==> src/logic/dpf_consts.vh <==
// Constants for the diagnostic and power fault status bank
`ifndef DPF_CONSTS_VH
`define DPF_CONSTS_VH

// ----------------------------------------
// Register offsets
// ----------------------------------------
`define DPF_ADDR_W 12
`define DPF_OFS_SW_HI 12'h54E
`define DPF_OFS_SW_LO 12'h54F
`define DPF_OFS_CMP_MISC 12'h550
`define DPF_OFS_PWR_A 12'h552
`define DPF_OFS_PWR_B 12'h553
`define DPF_OFS_PWR_C 12'h554
`define DPF_OFS_DBG_KEY 12'h700
`define DPF_OFS_INT_STAT 12'h7F0
`define DPF_OFS_INT_MASK 12'h7F1

// ----------------------------------------
// Register index codes from the decoder
// ----------------------------------------
`define DPF_IDX_SW_HI 4'h0
`define DPF_IDX_SW_LO 4'h1
`define DPF_IDX_CMP_MISC 4'h2
`define DPF_IDX_PWR_A 4'h3
`define DPF_IDX_PWR_B 4'h4
`define DPF_IDX_PWR_C 4'h5
`define DPF_IDX_DBG_KEY 4'h6
`define DPF_IDX_INT_STAT 4'h7
`define DPF_IDX_INT_MASK 4'h8
`define DPF_IDX_NONE 4'hF

// ----------------------------------------
// Implemented bits per status register
// ----------------------------------------
`define DPF_VALID_SW 8'hFF
`define DPF_VALID_MISC 8'h03
`define DPF_VALID_PWR_A 8'hFF
`define DPF_VALID_PWR_B 8'h5F
`define DPF_VALID_PWR_C 8'h01

// ----------------------------------------
// Field positions
// ----------------------------------------
`define DPF_BIT_FILTER_FAIL 0
`define DPF_BIT_ADC_ABORT 1
`define DPF_BIT_ANALOG_OSC 1
`define DPF_BIT_UV_RESET 0
`define DPF_BIT_INT_DEBUG 6

// ----------------------------------------
// Reset values and widths
// ----------------------------------------
`define DPF_STATUS_RST 8'h00
`define DPF_KEY_RST 8'h00
`define DPF_INT_RST 7'h00
`define DPF_INT_W 7
`define DPF_NUM_STAT 6
// Unlock code: arbitrary value
`define DPF_UNLOCK_CODE 8'hA5

`endif

==> src/logic/dpf_status_bank.v <==
// Fault status register bank with debug unlock key
// Function
// Switches nine to sixteen fail bits at 0x054E
// Switches one to eight fail bits at 0x054F
// Abort bit set on abort, cleared on completion
// Filter diagnostic fail in bit 0, rest zero; the code reads the abort bit in bit 1
// Open ground and reference pins, bits 7-5
// Regulator and oscillation faults, bits 4-0
// Host ignores and clears spurious oscillation flag
// Second supply register faults, reserved bits zero
// Analog undervoltage reset flag in bit 0
// Only unlock code write activates debug
// Writes ignored; flags sticky, zero after reset
`timescale 1ns/100ps
`include "dpf_consts.vh"

module dpf_status_bank (
    input wire clock,
    input wire rst_n,
    // Register port
    input wire [`DPF_ADDR_W-1:0] reg_addr,
    input wire [7:0] reg_wdata,
    input wire reg_wr,
    input wire reg_rd,
    output reg [7:0] reg_rdata_reg,
    // Diagnostic results, one-cycle set pulses
    input wire [15:0] switch_fail_set,
    input wire filter_diag_fail_set,
    input wire cmp_diag_abort,
    input wire cmp_diag_done,
    input wire [7:0] supply_a_set,
    input wire [7:0] supply_b_set,
    // Reset cause level, caught after release
    input wire uv_reset_cause,
    // Fault-clear mechanism
    input wire clr_req,
    input wire [2:0] clr_sel,
    input wire [7:0] clr_mask,
    // Outputs
    output wire irq,
    output reg debug_active_reg
);

// ----------------------------------------
// Address decoder
// ----------------------------------------
// Shared by read mux and write decode
function [3:0] reg_index;
    input [`DPF_ADDR_W-1:0] addr;
    begin
        case (addr)
            `DPF_OFS_SW_HI: reg_index = `DPF_IDX_SW_HI;
            `DPF_OFS_SW_LO: reg_index = `DPF_IDX_SW_LO;
            `DPF_OFS_CMP_MISC: reg_index = `DPF_IDX_CMP_MISC;
            `DPF_OFS_PWR_A: reg_index = `DPF_IDX_PWR_A;
            `DPF_OFS_PWR_B: reg_index = `DPF_IDX_PWR_B;
            `DPF_OFS_PWR_C: reg_index = `DPF_IDX_PWR_C;
            `DPF_OFS_DBG_KEY: reg_index = `DPF_IDX_DBG_KEY;
            `DPF_OFS_INT_STAT: reg_index = `DPF_IDX_INT_STAT;
            `DPF_OFS_INT_MASK: reg_index = `DPF_IDX_INT_MASK;
            default: reg_index = `DPF_IDX_NONE;
        endcase
    end
endfunction

// Index of the current access
wire [3:0] wr_idx;
wire [3:0] rd_idx;
assign wr_idx = reg_index(reg_addr);
assign rd_idx = wr_idx;

// ----------------------------------------
// Set vectors for the six status registers
// ----------------------------------------
// Register k uses bits [8k+7:8k]
wire [47:0] set_bus;
wire [47:0] valid_bus;
wire [47:0] clr_bus;
wire [47:0] flag_bus;
reg first_cycle_reg; // High in first cycle after reset
reg uv_flag_set; // Reset cause capture pulse

// Upper switches to the high register

assign set_bus[7:0] = switch_fail_set[15:8];
// Lower switches to the low register

assign set_bus[15:8] = switch_fail_set[7:0];
// Only the filter bit is sticky here

assign set_bus[23:16] = {7'h00, filter_diag_fail_set};
// Ground, reference and regulator faults

assign set_bus[31:24] = supply_a_set;
// Reserved bits masked below

assign set_bus[39:32] = supply_b_set;
// Undervoltage reset flag

assign set_bus[47:40] = {7'h00, uv_flag_set};

// Reserved bits never store a one
assign valid_bus = {`DPF_VALID_PWR_C, `DPF_VALID_PWR_B,
                    `DPF_VALID_PWR_A, `DPF_VALID_MISC,
                    `DPF_VALID_SW, `DPF_VALID_SW};

// ----------------------------------------
// Sticky flag groups
// ----------------------------------------
// Bus writes never reach these; only clr_* does
genvar k;
generate
    for (k = 0; k < `DPF_NUM_STAT; k = k + 1) begin : g_stat
        // Clear targets one register at a time
        assign clr_bus[8*k+7:8*k] =
            (clr_req && clr_sel == k) ? clr_mask : 8'h00;
        dpf_sticky_bits #(
            .W(8)
        ) u_flags (
            .clock(clock),
            .rst_n(rst_n),
            .set_bits(set_bus[8*k+7:8*k] & valid_bus[8*k+7:8*k]),
            .clr_bits(clr_bus[8*k+7:8*k]),
            .q_reg(flag_bus[8*k+7:8*k])
        );
    end
endgenerate

// ----------------------------------------
// Reset cause capture
// ----------------------------------------
// The cause is a level; catch it once after release
// rather than loading a port under async reset.
always @(posedge clock or negedge rst_n) begin
    if (!rst_n) begin
        first_cycle_reg <= 1'b1;
    end else begin
        first_cycle_reg <= 1'b0;
    end
end

// Pulse into the sticky flag in the first cycle
always @* begin
    uv_flag_set = first_cycle_reg & uv_reset_cause;
end

// ----------------------------------------
// Comparison abort bit
// ----------------------------------------
// Tracks the latest outcome, not sticky.
// Abort wins if both arrive together.
reg abort_reg;
reg abort_next;
wire abort_clr;
assign abort_clr = clr_req && (clr_sel == 3'h2)
                   && clr_mask[`DPF_BIT_ADC_ABORT];

// Next abort state
always @* begin
    abort_next = abort_reg;
    if (abort_clr) begin
        abort_next = 1'b0;
    end
    if (cmp_diag_done) begin
        abort_next = 1'b0;
    end
    if (cmp_diag_abort) begin
        abort_next = 1'b1;
    end
end

// Abort storage
always @(posedge clock or negedge rst_n) begin
    if (!rst_n) begin
        abort_reg <= 1'b0;
    end else begin
        abort_reg <= abort_next;
    end
end

// ----------------------------------------
// Register views
// ----------------------------------------
wire [7:0] view_sw_hi;
wire [7:0] view_sw_lo;
wire [7:0] view_misc;
wire [7:0] view_pwr_a;
wire [7:0] view_pwr_b;
wire [7:0] view_pwr_c;
assign view_sw_hi = flag_bus[7:0];
assign view_sw_lo = flag_bus[15:8];
// Bits 7..2 read zero
assign view_misc = {6'h00, abort_reg,
                    flag_bus[16 + `DPF_BIT_FILTER_FAIL]};
// Spurious oscillation flag: host clears it
assign view_pwr_a = flag_bus[31:24];
assign view_pwr_b = flag_bus[39:32];
assign view_pwr_c = flag_bus[47:40];

// ----------------------------------------
// Debug unlock key
// ----------------------------------------
reg [7:0] key_reg; // Last written code
wire key_wr;
assign key_wr = reg_wr && (wr_idx == `DPF_IDX_DBG_KEY);

// Any other value deactivates debug
always @(posedge clock or negedge rst_n) begin
    if (!rst_n) begin
        key_reg <= `DPF_KEY_RST;
        debug_active_reg <= 1'b0;
    end else if (key_wr) begin
        key_reg <= reg_wdata;
        debug_active_reg <= (reg_wdata == `DPF_UNLOCK_CODE);
    end
end

// ----------------------------------------
// Interrupt events
// ----------------------------------------
// One event per register on a newly raised flag
wire [`DPF_INT_W-1:0] int_events;
wire [`DPF_INT_W-1:0] int_stat;
wire [`DPF_INT_W-1:0] int_mask;
genvar e;
generate
    for (e = 0; e < `DPF_NUM_STAT; e = e + 1) begin : g_evt
        assign int_events[e] = |(set_bus[8*e+7:8*e]
            & valid_bus[8*e+7:8*e] & ~flag_bus[8*e+7:8*e]);
    end
endgenerate
// Debug turned on by a matching code write
assign int_events[`DPF_BIT_INT_DEBUG] =
    key_wr && (reg_wdata == `DPF_UNLOCK_CODE) && !debug_active_reg;

// Status, mask and level interrupt
dpf_irq_ctrl u_irq (
    .clock(clock),
    .rst_n(rst_n),
    .events(int_events),
    .stat_wr(reg_wr && (wr_idx == `DPF_IDX_INT_STAT)),
    .mask_wr(reg_wr && (wr_idx == `DPF_IDX_INT_MASK)),
    .wdata(reg_wdata[`DPF_INT_W-1:0]),
    .stat_reg(int_stat),
    .mask_reg(int_mask),
    .irq_reg(irq)
);

// ----------------------------------------
// Read data
// ----------------------------------------
reg [7:0] rdata_next; // Mux result

// Unmapped addresses read zero
always @* begin
    rdata_next = 8'h00;
    if (reg_rd) begin
        case (rd_idx)
            `DPF_IDX_SW_HI: rdata_next = view_sw_hi;
            `DPF_IDX_SW_LO: rdata_next = view_sw_lo;
            `DPF_IDX_CMP_MISC: rdata_next = view_misc;
            `DPF_IDX_PWR_A: rdata_next = view_pwr_a;
            `DPF_IDX_PWR_B: rdata_next = view_pwr_b;
            `DPF_IDX_PWR_C: rdata_next = view_pwr_c;
            `DPF_IDX_DBG_KEY: rdata_next = key_reg;
            `DPF_IDX_INT_STAT: rdata_next = {1'b0, int_stat};
            `DPF_IDX_INT_MASK: rdata_next = {1'b0, int_mask};
            default: rdata_next = 8'h00;
        endcase
    end
end

// Data stands only in the cycle after the read
always @(posedge clock or negedge rst_n) begin
    if (!rst_n) begin
        reg_rdata_reg <= 8'h00;
    end else begin
        reg_rdata_reg <= rdata_next;
    end
end

endmodule // dpf_status_bank

==> src/logic/dpf_sticky_bits.v <==
// Sticky flag group: set wins over clear
`timescale 1ns/100ps

module dpf_sticky_bits #(
    parameter W = 8
) (
    input wire clock,
    input wire rst_n,
    input wire [W-1:0] set_bits,
    input wire [W-1:0] clr_bits,
    output reg [W-1:0] q_reg
);

// ----------------------------------------
// Flag storage
// ----------------------------------------
wire [W-1:0] q_next; // Set overrides a same-cycle clear
assign q_next = (q_reg & ~clr_bits) | set_bits;

// Flags are zero after reset
always @(posedge clock or negedge rst_n) begin
    if (!rst_n) begin
        q_reg <= {W{1'b0}};
    end else begin
        q_reg <= q_next;
    end
end

endmodule // dpf_sticky_bits

==> src/logic/dpf_irq_ctrl.v <==
// Interrupt status, mask and level output
`timescale 1ns/100ps
`include "dpf_consts.vh"

module dpf_irq_ctrl (
    input wire clock,
    input wire rst_n,
    input wire [`DPF_INT_W-1:0] events,
    input wire stat_wr,
    input wire mask_wr,
    input wire [`DPF_INT_W-1:0] wdata,
    output reg [`DPF_INT_W-1:0] stat_reg,
    output reg [`DPF_INT_W-1:0] mask_reg,
    output reg irq_reg
);

// ----------------------------------------
// Next values
// ----------------------------------------
reg [`DPF_INT_W-1:0] stat_next; // Sticky events
reg [`DPF_INT_W-1:0] mask_next; // Enable bits

// Write one to clear; a new event wins
always @* begin
    stat_next = stat_reg;
    if (stat_wr) begin
        stat_next = stat_next & ~wdata;
    end
    stat_next = stat_next | events;
    mask_next = mask_wr ? wdata : mask_reg;
end

// ----------------------------------------
// State
// ----------------------------------------
// Irq is a flop fed from next status and mask, so it changes in the same cycle as status
always @(posedge clock or negedge rst_n) begin
    if (!rst_n) begin
        stat_reg <= `DPF_INT_RST;
        mask_reg <= `DPF_INT_RST;
        irq_reg <= 1'b0;
    end else begin
        stat_reg <= stat_next;
        mask_reg <= mask_next;
        irq_reg <= |(stat_next & mask_next);
    end
end

endmodule // dpf_irq_ctrl

==> config.mk <==
export PLATFORM = sky130hd
export DESIGN_NAME = dpf_status_bank
export DESIGN_NICKNAME = d
export VERILOG_FILES = /design/src/logic/dpf_status_bank.v /design/src/logic/dpf_sticky_bits.v /design/src/logic/dpf_irq_ctrl.v
export VERILOG_INCLUDE_DIRS = /design/src /design/src/logic
export SDC_FILE = /design/constraint.sdc
export NUM_CORES = 1
export LEC_CHECK = 0
export ABC_AREA = 1
export BUFFER_PORTS_ARGS = -buffer_cell sky130_fd_sc_hd__buf_2
export CORE_UTILIZATION = 56
export DETAILED_ROUTE_END_ITERATION = 6
export PLACE_DENSITY_LB_ADDON = 0.05
export SLEW_MARGIN = 20
export SYNTH_ARGS = -nofsm -noshare
export SYNTH_HDL_FRONTEND = slang
export SYNTH_HIERARCHICAL = 1
export SYNTH_SLANG_ARGS = --single-unit
==> constraint.sdc <==
create_clock -name clock -period 1.55 [get_ports clock]
set_input_delay 0.31 -clock clock [delete_from_list [all_inputs] [get_ports clock]]
set_output_delay 0.31 -clock clock [all_outputs]
set_load 0.05 [all_outputs]
==> reports/metrics.yaml <==
status:
  status: "finished with violations"
  violations: "negative hold slack"
worst_setup_path:
  crit_type: "primary input to register"
  crit_start: "reg_addr[3]"
  r2r_start: "g_stat[3].u_flags/q_reg[1]$_DFF_PN0_"
  cp_max_fo: 7
  start_kind: "primary input"
  end_kind: "register"
  worstPathArrival_ns: 1.78
  required_ns: 1.81
routing:
  dr.pass1.iters: 6
  drc: 0
  ant_nets: 0
  post_drt_via_cell_ratio: 4.90
  vias: 4167
  drt_first_iter_violations: 280
  detail_route.wl_per_cell_um: 13.4
  wl_mm: 11.4
clock_network:
  numCtsBuffers: 9
  clock_sinks: 75
  clock_path_buffers: 2
  ctsHtreeMaxLevel: 3
  cts_tree: "yes"
  clock_latency_ns: 0.35
  path_clk_slew_ns: 0.08
  root_buffer: "clkbuf_8"
timing:
  fin_hold_ws_ns: -0.0274
  finalSetupTns_ns: 0
  fin_crit_sh: 0.977
  rsz0062_at_grt: "true"
  setup_viol: 0
  skew_ns: 0.00677
  drv_slew: 0
  post-route-min-period_ns: 1.51
  hold_viol: 15
  fmax_mhz: 660
cells_and_area:
  stdcell_area_mm2: 0.00532
  nNetsFinal: 819
  final_cell_mix: "196 x nand2_1, 152 x inv_1, 79 x buf_2"
  largest_reg_flops: 41
  diodes: 0
  drive_gt1_frac: 0.242
  final_common_cell: "nand2_1"
  syn2layout_area_growth_pct: 25.9
power_and_ir_drop:
  vdd_drop_max_v: 0.000528
  power.density_mw_per_mm2: 770
  leakage_nw: 3.12
die:
  core-area_mm2: 0.00729
  rows: 31
  die_x_um: 88.9
  boundaryPins: 82
  start_util: 0.580
  die_h_um: 88.9
  dieArea_mm2: 0.00790
global_route:
  grt_max_degree: 76
  overflow: 0
  grt_first_pass_wirelength_mm: 18.1
  grt_use_total: 0.312
  antenna_found_initial: 0
  grt_pass1_vias: 3856
min_path:
  hold_class: "primary input to async pin"
synthesis:
  syn_area_per_cell_um2: 6.89
  synth_cells: 614
  yosys_warnings: 6
  netlist_area_mm2: 0.00423
placed_design:
  port_buffers: 79
  hpwl_mm: 8.72
  place_area_mm2: 0.00505
  gp_congestion: 0.911
run:
  drv_cap: 0
==> per-layer routing <==
layer / wire length (um) / part of all wire / global-route usage / up-vias
met5: 0 / 0 / 0 / -
met4: 279 / 0.024 / 0.125 / 0
met3: 921 / 0.081 / 0.0471 / 22
met2: 5320 / 0.47 / 0.499 / 181
met1: 4900 / 0.43 / 0.429 / 1888
li1: - / - / - / 2076
==> path summary, 6_finish.rpt <==
check	depth (start not counted)	end	slack, ns
worst min register to register	2	g_stat[3].u_flags/q_reg[4]$_DFF_PN0_	0.48
worst max-delay path	11	reg_rdata_reg[4]$_DFF_PN0_	0.04
max in group asynchronous	2	first_cycle_reg$_DFF_PN1_	1.21
worst max register to register	9	u_irq/irq_reg$_DFF_PN0_	0.16
worst min-delay path	2	g_stat[1].u_flags/q_reg[2]$_DFF_PN0_	-0.03
min in group clock	2	abort_reg$_DFFE_PN0P_	0.15
==> critical path, stage by stage <==
cell and delay, ns:
buf_2 0.12, nor2_2 0.13, inv_2 0.07, nor2_4 0.15
buf_4 0.13, nand2_2 0.07, inv_1 0.25, nand2_1 0.10
o21ai_0 0.15, a221oi_1 0.10, a21oi_1 0.20
==> power breakdown <==
part | switching (W) | internal (W)
registers | 0.0000244 | 0.00199
clock network | 0.000726 | 0.000946
logic | 0.000256 | 0.000154
total | 0.00101 | 0.00309
==> stage by stage <==
step	std cells	utilization	setup slack, ns	total power (W)
floorplan	623	-	0.0139	0.00222
global placement	835	0.693	-0.255	0.00244
detailed placement	835	0.693	-0.315	0.00245
CTS	851	0.723	0.0426	0.00411
global route	851	0.730	-0.00758	0.00426
finish	851	0.730	0.0357	0.00410
==> what timing repair did <==
action | in CTS | in global routing
buffers inserted | 0 | 0
setup endpoints to repair | 0 | 7
gates resized for setup | 0 | 11
hold buffers | 0 | 0
==> area by class of cell <==
| cell class | count | area (um2) |
|---|---|---|
| Clock inverter | 5 | 77.6 |
| Multi-Input combinational cell | 385 | 1820 |
| Sequential cell | 75 | 1880 |
| Clock buffer | 11 | 141 |
| Fill cell | 648 | 1970 |
| Timing Repair Buffer | 115 | 678 |
| Inverter | 161 | 609 |
| Tap cell | 99 | 124 |
Power figures use the tool's default switching activity.
